File: config.mk
export PLATFORM = sky130hd
export DESIGN_NAME = exec_tail
export DESIGN_NICKNAME = d
export VERILOG_FILES = /design/src/exec_tail_pkg.sv /design/src/exec_tail.sv /design/src/flag_eval.sv
export VERILOG_INCLUDE_DIRS = /design/src
export SDC_FILE = /design/constraint.sdc
export NUM_CORES = 2
export LEC_CHECK = 0
export BUFFER_PORTS_ARGS = -buffer_cell sky130_fd_sc_hd__buf_2
export CAP_MARGIN = 25
export CORE_ASPECT_RATIO = 0.75
export CORE_MARGIN = 1.5
export CORE_UTILIZATION = 40
export DETAILED_ROUTE_END_ITERATION = 6
export PLACE_DENSITY_LB_ADDON = 0.2
export SETUP_SLACK_MARGIN = 0.5
export SYNTH_ARGS = -nofsm -noshare
export SYNTH_HDL_FRONTEND = slang
export SYNTH_SLANG_ARGS = --single-unit
File: constraint.sdc
create_clock -name clk_i -period 15.55 [get_ports clk_i]
set_clock_uncertainty 0.2 [all_clocks]
set_input_delay 2.3325 -clock clk_i [delete_from_list [all_inputs] [get_ports clk_i]]
set_output_delay 2.3325 -clock clk_i [all_outputs]
set_load 0.01 [all_outputs]
File: src/exec_tail_params.svh
// Constants for the execution tail unit
`ifndef EXEC_TAIL_PARAMS_SVH
`define EXEC_TAIL_PARAMS_SVH

// ----------------------------------------------------------------------------
// Bus register offsets
// ----------------------------------------------------------------------------
`define OFS_CTRL       8'h00
`define OFS_OPCODE     8'h04
`define OFS_DST        8'h08
`define OFS_SRC        8'h0C
`define OFS_FP         8'h10
`define OFS_SP         8'h14
`define OFS_MEMQ       8'h18
`define OFS_FLAGS      8'h1C
`define OFS_STATUS     8'h20
`define OFS_RES_LO     8'h24
`define OFS_RES_HI     8'h28
`define OFS_WDOG_CNT   8'h2C

// ----------------------------------------------------------------------------
// Field positions
// ----------------------------------------------------------------------------
`define CTRL_GO_BIT    0
`define CTRL_SZ_LSB    1
`define CTRL_SZ_MSB    2
`define CTRL_MEMD_BIT  3
`define FLG_C          7
`define FLG_Z          6
`define FLG_S          5
`define FLG_V          4
`define FLG_B          3
`define FLG_CURRENT_IRQ_ENABLE_FLAG      1
`define FLG_MASTER_IRQ_ENABLE_FLAG       0
`define STS_BUSY_BIT   0
`define STS_WDEN_BIT   1
`define STS_WDTO_BIT   2

// ----------------------------------------------------------------------------
// Opcodes, sizes, reset values, timing
// ----------------------------------------------------------------------------
`define OPC_WDOG       16'hFFF7
`define OPC_UNLINK     16'h0001
`define OPC_UNSIGNED_MULTIPLY_OP_HI    8'hB0
`define OPC_XOR_HI     8'hA4
`define SZ_BYTE        2'h0
`define SZ_WORD        2'h1
`define SZ_QUAD        2'h2
`define SP_STEP        32'h00000004
`define RST_WORD       32'h00000000
`define RST_FLAGS      8'h00
`define AXI_OKAY       2'h0
`define AXI_SLVERR     2'h2
`define WDOG_TIMEOUT   32'h000F4240

`endif

File: src/exec_tail_pkg.sv
// Types shared by the execution tail unit
package exec_tail_pkg;

	typedef enum logic [2:0]
	{
		op_none,
		unsigned_multiply_op,
		unlink_op,
		watchdog_refresh_op,
		xor_op
	} op_e;

	typedef enum logic [1:0]
	{
		st_idle,
		st_exec,
		st_done
	} exec_state_e;

endpackage

File: src/exec_tail.sv
// Execution unit tail: multiply, frame release, watchdog refresh, xor
// Summary of operation
// - Multiply 32x32 unsigned; low product to destination, high to source
// - Multiply zero flag set only when whole 64-bit product is zero
// - Multiply sign flag equals product bit 63
// - Frame release: SP gets FP, FP loaded from stack top, SP plus 4
// - Frame release leaves every flag unchanged
// - Watchdog refresh enables a disabled watchdog
// - Further refresh restarts the time-out counter, preventing time-out
// - Opcode FFF7 decodes as watchdog refresh, no operands, no data move
// - Xor writes 1 where destination and source bits differ, else 0
// - Xor never alters the source operand
// - Xor blank flag set when original destination or source was zero
// - Xor flags use memory destination width, 32 bits for registers
`timescale 1ns/100ps
`include "exec_tail_params.svh"
module exec_tail
	import exec_tail_pkg::*;
#(
	parameter logic [31:0] WDOG_CYCLES = `WDOG_TIMEOUT
)
(
	input  wire logic        clk_i,
	input  wire logic        rst_i,
	input  wire logic [7:0]  s_axi_awaddr,
	input  wire logic        s_axi_awvalid,
	output logic             s_axi_awready,
	input  wire logic [31:0] s_axi_wdata,
	input  wire logic [3:0]  s_axi_wstrb,
	input  wire logic        s_axi_wvalid,
	output logic             s_axi_wready,
	output logic [1:0]       s_axi_bresp,
	output logic             s_axi_bvalid,
	input  wire logic        s_axi_bready,
	input  wire logic [7:0]  s_axi_araddr,
	input  wire logic        s_axi_arvalid,
	output logic             s_axi_arready,
	output logic [31:0]      s_axi_rdata,
	output logic [1:0]       s_axi_rresp,
	output logic             s_axi_rvalid,
	input  wire logic        s_axi_rready,
	output logic             wdog_timeout_o
);

	// ------------------------------------------------------------------------
	// State
	// ------------------------------------------------------------------------
	typedef struct packed
	{
		logic        awready;
		logic        wready;
		logic        aw_got;
		logic        w_got;
		logic [7:0]  aw_addr;
		logic [31:0] w_data;
		logic [3:0]  w_strb;
		logic        bvalid;
		logic [1:0]  bresp;
		logic        arready;
		logic        rvalid;
		logic [31:0] rdata;
		logic [1:0]  rresp;
		logic [1:0]  size;
		logic        mem_dst;
		logic [15:0] opcode;
		logic [31:0] dst;
		logic [31:0] src;
		logic [31:0] fp;
		logic [31:0] sp;
		logic [31:0] memq;
		logic [7:0]  flags;
		logic [31:0] res_lo;
		logic [31:0] res_hi;
		exec_state_e state;
		op_e         op;
		logic        wd_en;
		logic        wd_to;
		logic [31:0] wd_cnt;
		logic        go;
	} state_s;

	state_s cur_ff;
	state_s nxt_ff;

	logic [63:0] product;
	logic [31:0] xor_res;
	logic        xz;
	logic        xs;
	logic        xb;
	op_e         dec_op;

	assign product = {32'h00000000, cur_ff.dst} * {32'h00000000, cur_ff.src};
	assign xor_res = cur_ff.dst ^ cur_ff.src;

	// Register destinations always evaluate over 32 bits
	flag_eval u_flag_eval
	(
		.res_i   (xor_res),
		.dst_i   (cur_ff.dst),
		.src_i   (cur_ff.src),
		.size_i  (cur_ff.mem_dst ? cur_ff.size : `SZ_QUAD),
		.zero_o  (xz),
		.sign_o  (xs),
		.blank_o (xb)
	);

	// ------------------------------------------------------------------------
	// Decode
	// ------------------------------------------------------------------------
	always_comb
	begin
		if (cur_ff.opcode == `OPC_WDOG)
			dec_op = watchdog_refresh_op;
		else if (cur_ff.opcode == `OPC_UNLINK)
			dec_op = unlink_op;
		else if (cur_ff.opcode[15:8] == `OPC_UNSIGNED_MULTIPLY_OP_HI)
			dec_op = unsigned_multiply_op;
		else if (cur_ff.opcode[15:8] == `OPC_XOR_HI || cur_ff.mem_dst)
			dec_op = xor_op;
		else
			dec_op = op_none;
	end

	// ------------------------------------------------------------------------
	// Next state
	// ------------------------------------------------------------------------
	always_comb
	begin
		logic        wr_fire;
		logic [31:0] wmask;
		logic [31:0] wv;
		wr_fire = 1'b0;
		wmask   = {{8{cur_ff.w_strb[3]}}, {8{cur_ff.w_strb[2]}},
		           {8{cur_ff.w_strb[1]}}, {8{cur_ff.w_strb[0]}}};
		wv      = 32'h00000000;
		nxt_ff  = cur_ff;
		nxt_ff.go = 1'b0;

		// Write address and data are taken in either order
		if (s_axi_awvalid && cur_ff.awready)
		begin
			nxt_ff.awready = 1'b0;
			nxt_ff.aw_got  = 1'b1;
			nxt_ff.aw_addr = s_axi_awaddr;
		end
		if (s_axi_wvalid && cur_ff.wready)
		begin
			nxt_ff.wready = 1'b0;
			nxt_ff.w_got  = 1'b1;
			nxt_ff.w_data = s_axi_wdata;
			nxt_ff.w_strb = s_axi_wstrb;
		end
		if (cur_ff.bvalid && s_axi_bready)
		begin
			nxt_ff.bvalid  = 1'b0;
			nxt_ff.awready = 1'b1;
			nxt_ff.wready  = 1'b1;
		end

		// Writes land while busy would race the datapath, so they are refused
		if (cur_ff.aw_got && cur_ff.w_got && !cur_ff.bvalid)
		begin
			wr_fire       = 1'b1;
			nxt_ff.aw_got = 1'b0;
			nxt_ff.w_got  = 1'b0;
			nxt_ff.bvalid = 1'b1;
			nxt_ff.bresp  = `AXI_OKAY;
		end

		if (wr_fire && cur_ff.state == st_idle)
		begin
			case (cur_ff.aw_addr)
				`OFS_CTRL:
				begin
					wv = cur_ff.w_data;
					if (cur_ff.w_strb[0])
					begin
						nxt_ff.size    = wv[`CTRL_SZ_MSB:`CTRL_SZ_LSB];
						nxt_ff.mem_dst = wv[`CTRL_MEMD_BIT];
						nxt_ff.go      = wv[`CTRL_GO_BIT];
					end
				end
				`OFS_OPCODE:
					nxt_ff.opcode = (cur_ff.opcode & ~wmask[15:0]) | (cur_ff.w_data[15:0] & wmask[15:0]);
				`OFS_DST:   nxt_ff.dst  = (cur_ff.dst & ~wmask) | (cur_ff.w_data & wmask);
				`OFS_SRC:   nxt_ff.src  = (cur_ff.src & ~wmask) | (cur_ff.w_data & wmask);
				`OFS_FP:    nxt_ff.fp   = (cur_ff.fp & ~wmask) | (cur_ff.w_data & wmask);
				`OFS_SP:    nxt_ff.sp   = (cur_ff.sp & ~wmask) | (cur_ff.w_data & wmask);
				`OFS_MEMQ:  nxt_ff.memq = (cur_ff.memq & ~wmask) | (cur_ff.w_data & wmask);
				`OFS_FLAGS:
					if (cur_ff.w_strb[0])
						nxt_ff.flags = cur_ff.w_data[7:0];
				default:    nxt_ff.bresp = `AXI_SLVERR;
			endcase
		end
		else if (wr_fire)
			nxt_ff.bresp = `AXI_SLVERR;

		// Read channel
		if (cur_ff.rvalid && s_axi_rready)
		begin
			nxt_ff.rvalid  = 1'b0;
			nxt_ff.arready = 1'b1;
		end
		if (s_axi_arvalid && cur_ff.arready)
		begin
			nxt_ff.arready = 1'b0;
			nxt_ff.rvalid  = 1'b1;
			nxt_ff.rresp   = `AXI_OKAY;
			case (s_axi_araddr)
				`OFS_CTRL:     nxt_ff.rdata = {28'h0000000, cur_ff.mem_dst, cur_ff.size, 1'b0};
				`OFS_OPCODE:   nxt_ff.rdata = {16'h0000, cur_ff.opcode};
				`OFS_DST:      nxt_ff.rdata = cur_ff.dst;
				`OFS_SRC:      nxt_ff.rdata = cur_ff.src;
				`OFS_FP:       nxt_ff.rdata = cur_ff.fp;
				`OFS_SP:       nxt_ff.rdata = cur_ff.sp;
				`OFS_MEMQ:     nxt_ff.rdata = cur_ff.memq;
				`OFS_FLAGS:    nxt_ff.rdata = {24'h000000, cur_ff.flags};
				`OFS_STATUS:   nxt_ff.rdata = {29'h00000000, cur_ff.wd_to, cur_ff.wd_en,
				                               cur_ff.state != st_idle};
				`OFS_RES_LO:   nxt_ff.rdata = cur_ff.res_lo;
				`OFS_RES_HI:   nxt_ff.rdata = cur_ff.res_hi;
				`OFS_WDOG_CNT: nxt_ff.rdata = cur_ff.wd_cnt;
				default:
				begin
					nxt_ff.rdata = `RST_WORD;
					nxt_ff.rresp = `AXI_SLVERR;
				end
			endcase
		end

		// Watchdog counter; time-out is sticky until the next refresh or reset
		if (cur_ff.wd_en && !cur_ff.wd_to)
		begin
			if (cur_ff.wd_cnt == WDOG_CYCLES - 32'h00000001)
				nxt_ff.wd_to = 1'b1;
			else
				nxt_ff.wd_cnt = cur_ff.wd_cnt + 32'h00000001;
		end

		// Execution sequencer
		case (cur_ff.state)
			st_idle:
				if (cur_ff.go)
				begin
					nxt_ff.op    = dec_op;
					nxt_ff.state = st_exec;
				end
			st_exec:
			begin
				nxt_ff.state = st_done;
				case (cur_ff.op)
					unsigned_multiply_op:
					begin
						nxt_ff.dst    = product[31:0];
						nxt_ff.src    = product[63:32];
						nxt_ff.res_lo = product[31:0];
						nxt_ff.res_hi = product[63:32];
						nxt_ff.flags[`FLG_Z] = (product == 64'h0000000000000000);
						nxt_ff.flags[`FLG_S] = product[63];
						nxt_ff.flags[`FLG_V] = 1'b0;
						nxt_ff.flags[`FLG_B] = 1'b0;
					end
					unlink_op:
					begin
						// Stack top word supplied in memq; flags untouched
						nxt_ff.fp     = cur_ff.memq;
						nxt_ff.sp     = cur_ff.fp + `SP_STEP;
						nxt_ff.res_lo = cur_ff.fp;
						nxt_ff.res_hi = `RST_WORD;
					end
					watchdog_refresh_op:
					begin
						// Refresh moves no data and touches no flag
						nxt_ff.wd_en  = 1'b1;
						nxt_ff.wd_cnt = `RST_WORD;
						nxt_ff.wd_to  = 1'b0;
					end
					xor_op:
					begin
						// Source register is never rewritten
						nxt_ff.dst    = xor_res;
						nxt_ff.res_lo = xor_res;
						nxt_ff.res_hi = `RST_WORD;
						nxt_ff.flags[`FLG_Z] = xz;
						nxt_ff.flags[`FLG_S] = xs;
						nxt_ff.flags[`FLG_V] = 1'b0;
						nxt_ff.flags[`FLG_B] = xb;
					end
					default:
						nxt_ff.state = st_done;
				endcase
			end
			st_done:
				nxt_ff.state = st_idle;
			default:
				nxt_ff.state = st_idle;
		endcase
	end

	always_ff @(posedge clk_i or posedge rst_i)
	begin
		if (rst_i)
		begin
			cur_ff         <= '0;
			cur_ff.awready <= 1'b1;
			cur_ff.wready  <= 1'b1;
			cur_ff.arready <= 1'b1;
			cur_ff.state   <= st_idle;
			cur_ff.op      <= op_none;
			cur_ff.flags   <= `RST_FLAGS;
		end
		else
			cur_ff <= nxt_ff;
	end

	// ------------------------------------------------------------------------
	// Outputs
	// ------------------------------------------------------------------------
	assign s_axi_awready  = cur_ff.awready;
	assign s_axi_wready   = cur_ff.wready;
	assign s_axi_bvalid   = cur_ff.bvalid;
	assign s_axi_bresp    = cur_ff.bresp;
	assign s_axi_arready  = cur_ff.arready;
	assign s_axi_rvalid   = cur_ff.rvalid;
	assign s_axi_rdata    = cur_ff.rdata;
	assign s_axi_rresp    = cur_ff.rresp;
	assign wdog_timeout_o = cur_ff.wd_to;

	// ------------------------------------------------------------------------
	// Checks
	// ------------------------------------------------------------------------
	// Product rebuilt from the operands as they stood during execution
	chk_mul_result: assert property (@(posedge clk_i) disable iff (rst_i)
		cur_ff.state == st_exec && cur_ff.op == unsigned_multiply_op |=>
		{cur_ff.src, cur_ff.dst} ==
		{32'h00000000, $past(cur_ff.dst)} * {32'h00000000, $past(cur_ff.src)})
		else $error("multiply result misplaced");

	// Unsigned product is zero exactly when either operand was zero
	chk_mul_zero: assert property (@(posedge clk_i) disable iff (rst_i)
		cur_ff.state == st_exec && cur_ff.op == unsigned_multiply_op |=>
		cur_ff.flags[`FLG_Z] ==
		($past(cur_ff.dst) == 32'h00000000 || $past(cur_ff.src) == 32'h00000000))
		else $error("multiply zero flag wrong");

	// High product word sits in the source register, checked above
	chk_mul_sign: assert property (@(posedge clk_i) disable iff (rst_i)
		cur_ff.state == st_exec && cur_ff.op == unsigned_multiply_op |=>
		cur_ff.flags[`FLG_S] == cur_ff.src[31])
		else $error("multiply sign flag wrong");

	chk_mul_kept: assert property (@(posedge clk_i) disable iff (rst_i)
		cur_ff.state == st_exec && cur_ff.op == unsigned_multiply_op |=>
		!cur_ff.flags[`FLG_V] && !cur_ff.flags[`FLG_B] &&
		cur_ff.flags[2:0] == $past(cur_ff.flags[2:0]) &&
		cur_ff.flags[`FLG_C] == $past(cur_ff.flags[`FLG_C]))
		else $error("multiply flag side effects wrong");

	chk_unlink_sp: assert property (@(posedge clk_i) disable iff (rst_i)
		cur_ff.state == st_exec && cur_ff.op == unlink_op |=>
		cur_ff.sp == $past(cur_ff.fp) + `SP_STEP && cur_ff.fp == $past(cur_ff.memq))
		else $error("frame release pointers wrong");

	chk_unlink_flags: assert property (@(posedge clk_i) disable iff (rst_i)
		cur_ff.state == st_exec && cur_ff.op == unlink_op |=> $stable(cur_ff.flags))
		else $error("frame release changed flags");

	chk_wdog_enable: assert property (@(posedge clk_i) disable iff (rst_i)
		cur_ff.state == st_exec && cur_ff.op == watchdog_refresh_op |=>
		cur_ff.wd_en && cur_ff.wd_cnt == 32'h00000000 && !wdog_timeout_o)
		else $error("watchdog refresh ineffective");

	chk_wdog_decode: assert property (@(posedge clk_i) disable iff (rst_i)
		cur_ff.state == st_idle && cur_ff.go && cur_ff.opcode == `OPC_WDOG |=>
		cur_ff.op == watchdog_refresh_op ##1 $stable(cur_ff.dst) && $stable(cur_ff.src))
		else $error("refresh opcode mishandled");

	chk_xor_result: assert property (@(posedge clk_i) disable iff (rst_i)
		cur_ff.state == st_exec && cur_ff.op == xor_op |=>
		cur_ff.dst == ($past(cur_ff.dst) ^ $past(cur_ff.src)) && $stable(cur_ff.src))
		else $error("xor result wrong");

	chk_xor_flags: assert property (@(posedge clk_i) disable iff (rst_i)
		cur_ff.state == st_exec && cur_ff.op == xor_op && !cur_ff.mem_dst |=>
		cur_ff.flags[`FLG_Z] == (cur_ff.dst == 32'h00000000) &&
		cur_ff.flags[`FLG_S] == cur_ff.dst[31] && !cur_ff.flags[`FLG_V] &&
		cur_ff.flags[`FLG_B] == ($past(cur_ff.dst) == 32'h0 || cur_ff.src == 32'h0))
		else $error("xor register flags wrong");

endmodule // exec_tail

File: src/flag_eval.sv
// Sized zero and sign evaluation of an ALU result, blank of its operands
`timescale 1ns/100ps
`include "exec_tail_params.svh"
module flag_eval
	import exec_tail_pkg::*;
(
	input  wire logic [31:0] res_i,
	input  wire logic [31:0] dst_i,
	input  wire logic [31:0] src_i,
	input  wire logic [1:0]  size_i,
	output logic             zero_o,
	output logic             sign_o,
	output logic             blank_o
);

	logic [31:0] mask;

	always_comb
	begin
		case (size_i)
			`SZ_BYTE: mask = 32'h000000FF;
			`SZ_WORD: mask = 32'h0000FFFF;
			default:  mask = 32'hFFFFFFFF;
		endcase
		zero_o  = ((res_i & mask) == 32'h00000000);
		blank_o = ((dst_i & mask) == 32'h00000000) || ((src_i & mask) == 32'h00000000);
		case (size_i)
			`SZ_BYTE: sign_o = res_i[7];
			`SZ_WORD: sign_o = res_i[15];
			default:  sign_o = res_i[31];
		endcase
	end

endmodule // flag_eval

==> tab_implementation.tex <==
\begin{tabular}{lr}
\hline
Metric & Value \\
\hline
\multicolumn{2}{l}{\textbf{Cells and area}} \\
\quad Highest-count cells in the layout ignoring fill and taps & sky130\_fd\_sc\_hd\_\_inv\_1 (910), sky130\_fd\_sc\_hd\_\_fa\_1 (896), sky130\_fd\_sc\_hd\_\_nand2\_1 (749) \\
\quad Number of nets in the final layout & around 6,800 \\
\quad Flip-flop and latch area & around 9400 sq um \\
\quad Combined area of the multi-input logic cells & roughly 38,000 sq um \\
\quad Post-Layout Cell Count & 7,305 \\
\quad Fillers & 12,900 \\
\quad Synth-to-Final Area Change & 6.65\% \\
\quad Share of post-route cells with drive strength above 1 & 7.54\% \\
\quad Most common cell after layout, fill and taps aside & sky130\_fd\_sc\_hd\_\_inv\_1 \\
\quad Post-route standard cell area excluding fillers & approximately 56,000 sq um \\
\multicolumn{2}{l}{\textbf{Power}} \\
\quad VDD IR-drop max & a little over 0.00006 V \\
\quad Total power after layout & roughly 2600 uW \\
\quad Leakage power summed over all cells & 0.0279 uW \\
\quad Total power divided by cell area & approximately 47 nW/um\^{}2 \\
\multicolumn{2}{l}{\textbf{Timing}} \\
\quad Fmax achieved & between 90 and 100 MHz \\
\quad Finish-stage setup viols & 0 \\
\quad Total count of hold-check failures in the final report & 0 \\
\quad Shortest clock period the worst path allows after layout & about 10,000 ps \\
\quad Tightest slew margin relative to the limit & around 22\% \\
\quad Share of the clock period used by the worst path & 67.4\% \\
\quad Slew at the pin closest to its max-slew limit & roughly 1100 ps \\
\quad Final-layout setup total negative slack & 0 ps \\
\quad Final number of max-transition violations & 0 \\
\quad Unrepaired setup endpoints after global routing & false \\
\multicolumn{2}{l}{\textbf{Setup path}} \\
\quad Required time of the critical path & 15,840 ps \\
\quad Stage delay of the slowest cell on the critical path & 1000 ps \\
\quad Crit end category & flop \\
\quad Start-to-end type of the worst setup path & flop to flop \\
\quad Worst path arrival time & 10,760 ps \\
\quad Crit-path most repeated cell & sky130\_fd\_sc\_hd\_\_fa\_1 \\
\quad Worst setup startpoint & cur\_ff[263] \\
\quad Launch instance of the worst register-to-register path & cur\_ff[263] \\
\quad Highest net fanout along the worst path & 19 \\
\quad Critical Path Slowest Stage Cell & sky130\_fd\_sc\_hd\_\_a2111oi\_0 \\
\quad Startpoint kind of the worst setup timing path & flop \\
\quad Reg2Reg Setup Slack & 5070 ps \\
\quad Cell-by-cell listing of the critical path & buf\_4, nand2\_1, fa\_1, fa\_1, fa\_1, fa\_1, inv\_1, fa\_1, fa\_1, fa\_1, inv\_1, fa\_1, inv\_1, ha\_1, nand2\_1, nor2\_1, nand2\_1, a2111oi\_0, a211oi\_2, o211ai\_1, or4b\_1, nor4\_1, and4\_1, a21o\_1 \\
\multicolumn{2}{l}{\textbf{Logic synthesis}} \\
\quad Fraction of the yosys area taken by sequential cells & between 10\% and 20\% \\
\quad Share of synthesized flip-flops with an asynchronous set or reset & between 90\% and 100\% \\
\quad EDFF count, synth & 0 \\
\quad Synth cell types & 74 \\
\quad Cell taking the most area after synthesis & sky130\_fd\_sc\_hd\_\_fa\_1 \\
\quad Area share of the largest cell type after synthesis & 33.9\% \\
\quad Summed instance area of the synthesized netlist & roughly 53,000 sq um \\
\quad Total of warnings raised by yosys & 0 \\
\quad Mapped Cells & 5,646 \\
\quad Count of state elements after synthesis & roughly 380 \\
\quad Post-synthesis average cell area & slightly above 9 sq um \\
\quad Synth Flop Type & sky130\_fd\_sc\_hd\_\_dfrtp\_1 \\
\quad Synth Net Count & about 6,900 \\
\quad Cells taking the most area after synthesis & sky130\_fd\_sc\_hd\_\_fa\_1 (34\%), sky130\_fd\_sc\_hd\_\_dfrtp\_1 (18\%), sky130\_fd\_sc\_hd\_\_ha\_1 (7.0\%), sky130\_fd\_sc\_hd\_\_and2\_1 (6.7\%), sky130\_fd\_sc\_hd\_\_inv\_1 (6.5\%) \\
\multicolumn{2}{l}{\textbf{Floorplanning}} \\
\quad Die Area & roughly 130,000 sq um \\
\quad Core area & 131,000 sq um \\
\quad Vert. Die Dim & 318 microns \\
\quad Number of core rows & 115 \\
\quad Starting density of the core & between 40\% and 50\% \\
\quad Die span in x & between 400 and 500 microns \\
\quad Count of pins on the block boundary & approximately 100 \\
\multicolumn{2}{l}{\textbf{GRT}} \\
\quad GR Layer Usage met2 & $\sim$39\% \\
\quad Remaining global-route overflow & 0 \\
\quad Via count of the first global-routing pass & 42,200 \\
\quad Global Route Usage Sum & a little over a quarter \\
\quad Most used routing layer & met1 \\
\quad Initial antenna violation count & 3 \\
\quad Global routing usage on met1 & about 43\% \\
\quad Met3 Usage GRT & 5.97\% \\
\quad Pin count of the biggest net entering global routing & about 110 \\
\quad First-pass GRT wire length & $\sim$280,000 microns \\
\multicolumn{2}{l}{\textbf{Clocking}} \\
\quad Worst-skew pair later-pin latency & roughly 570 ps \\
\quad Post-cts gate resize count & 0 \\
\quad Maximum buffer depth of the clock tree & 3 \\
\quad CTS tree & built \\
\quad Clk Tree Root Cell & sky130\_fd\_sc\_hd\_\_clkbuf\_16 \\
\quad Clock-pin transition on the worst setup and hold timing paths & roughly 70 ps \\
\quad CTS HTree Levels & 2 \\
\quad Number of buffers inserted by hold repair at cts & 0 \\
\quad Clock buffers created by TritonCTS & 36 \\
\quad Number of sinks driven by the clock tree & around 380 \\
\quad Number of setup buffers added after CTS & 0 \\
\multicolumn{2}{l}{\textbf{Route}} \\
\quad Violation count after the first detailed-route iteration & 4,418 \\
\quad Number of iterations in the first detailed-routing pass & 6 \\
\quad Drt total wl & 182,000 microns \\
\quad Vias after detailed routing & just over 40,000 \\
\quad Vias per inst & between 5 and 6 \\
\quad Number of nets with antenna violations after detailed routing & 0 \\
\quad Remaining design rule violation count & 0 \\
\quad Average wire per standard cell & $\sim$25 microns \\
\multicolumn{2}{l}{\textbf{Placement}} \\
\quad Cell area after placement & between 50,000 and 60,000 sq um \\
\quad DP HPWL & approximately 140,000 microns \\
\quad Final weighted congestion in routability-driven placement & between 0.9 and 1 \\
\quad I/O Buffers & just under 100 \\
\quad Placed instance count & around 7,200 \\
\multicolumn{2}{l}{\textbf{Run}} \\
\quad Max-cap violations & 0 \\
\multicolumn{2}{l}{\textbf{Worst hold path}} \\
\quad Hold path startpoint & s\_axi\_rdata[9] \\
\quad Type of the most critical hold path & flop to flop \\
\multicolumn{2}{l}{\textbf{Status}} \\
\quad Run status & finished, final reports clean \\
\hline
\end{tabular}
synthesized netlist by cell type (40+ instances only):
| master | number |
|---|---|
| sky130_fd_sc_hd__inv_1 | 911 |
| sky130_fd_sc_hd__fa_1 | 896 |
| sky130_fd_sc_hd__nand2_1 | 750 |
| sky130_fd_sc_hd__and2_1 | 569 |
| sky130_fd_sc_hd__dfrtp_1 | 374 |
| sky130_fd_sc_hd__clkbuf_1 | 334 |
| sky130_fd_sc_hd__ha_1 | 297 |
| sky130_fd_sc_hd__o21ai_0 | 198 |
| sky130_fd_sc_hd__nor2_1 | 130 |
| sky130_fd_sc_hd__mux2i_1 | 127 |
| sky130_fd_sc_hd__a21oi_1 | 108 |
| sky130_fd_sc_hd__a22oi_1 | 105 |
| sky130_fd_sc_hd__mux2_2 | 99 |
| sky130_fd_sc_hd__nand3_1 | 67 |
| sky130_fd_sc_hd__xnor2_1 | 61 |
| sky130_fd_sc_hd__xor2_1 | 54 |
| sky130_fd_sc_hd__nand4_1 | 47 |
| sky130_fd_sc_hd__a22o_1 | 46 |
| sky130_fd_sc_hd__nor4_1 | 40 |
through the flow:
| stage | hold slack, ps | setup WS, ps | utilization [%] |
|---|---|---|---|
| CTS | 278 | 5440 | 42.9 |
| global placement | 254 | 5480 | 41.8 |
| finish | 278 | 5070 | 43.0 |
| detailed placement | 262 | 5470 | 41.9 |
| floorplan | 240 | 2550 | - |
| global route | 293 | 5030 | 43.0 |
metal layers:
| metal | up-vias | routed length, microns | part of all wire (%) |
|---|---|---|---|
| met3 | 251 | 19200 | 11 |
| met4 | 2 | 3720 | 2.0 |
| met1 | 21400 | 85200 | 47 |
| met5 | - | 69 | 0.038 |
| met2 | 1946 | 73600 | 40 |
| li1 | 17600 | - | - |
area by class of cell:
| class | count | area share [%] |
|---|---|---|
| Clock inverter | 15 | 0.433 |
| Sequential cell | 377 | 16.8 |
| Antenna cell | 4 | 0.0178 |
| Clock buffer | 50 | 1.91 |
| Inverter | 911 | 6.08 |
| Timing Repair Buffer | 218 | 2.65 |
| Tap cell | 1755 | 3.90 |
| Multi-Input combinational cell | 3975 | 68.3 |
worst max-delay path: cells and delay by family (launching register included):
family / cells / cell delay (ps)
flops: 1 / 840
buf+inv: 4 / 610
simple gates: 7 / 2090
fa+ha+maj: 9 / 4450
compound gates: 4 / 2170
worst paths after layout:
kind	endpoint	cells past startpoint
worst max register to register	cur_ff[110]	24
worst min-delay path	s_axi_rdata[9]	2
max in group asynchronous	s_axi_awready	6
worst min register to register	s_axi_rdata[9]	2
min in group asynchronous	s_axi_rdata[17]	2
worst max-delay path	cur_ff[110]	24
report_power, final:
part	internal [uW]	switching [uW]	total [uW]
combinational	129	229	359
sequential	1060	207	1270
clock	588	430	1020
cell families (layout without fill, tap and decap cells):
kind of cell	after synthesis	after routing	share of synthesized area, %
XOR/XNOR	115	115	1.91
multiplexers	226	226	4.52
adder cells (fa/ha/maj)	1193	1193	41.0
AO/OA/AOI/OAI	691	691	8.75
AND/OR/NAND/NOR	1749	1749	16.5
other	1	5	0.00710
buffers and inverters	1294	1194	9.45
flip-flops	377	377	17.9
No activity file was read; power rests on OpenSTA's default activity.
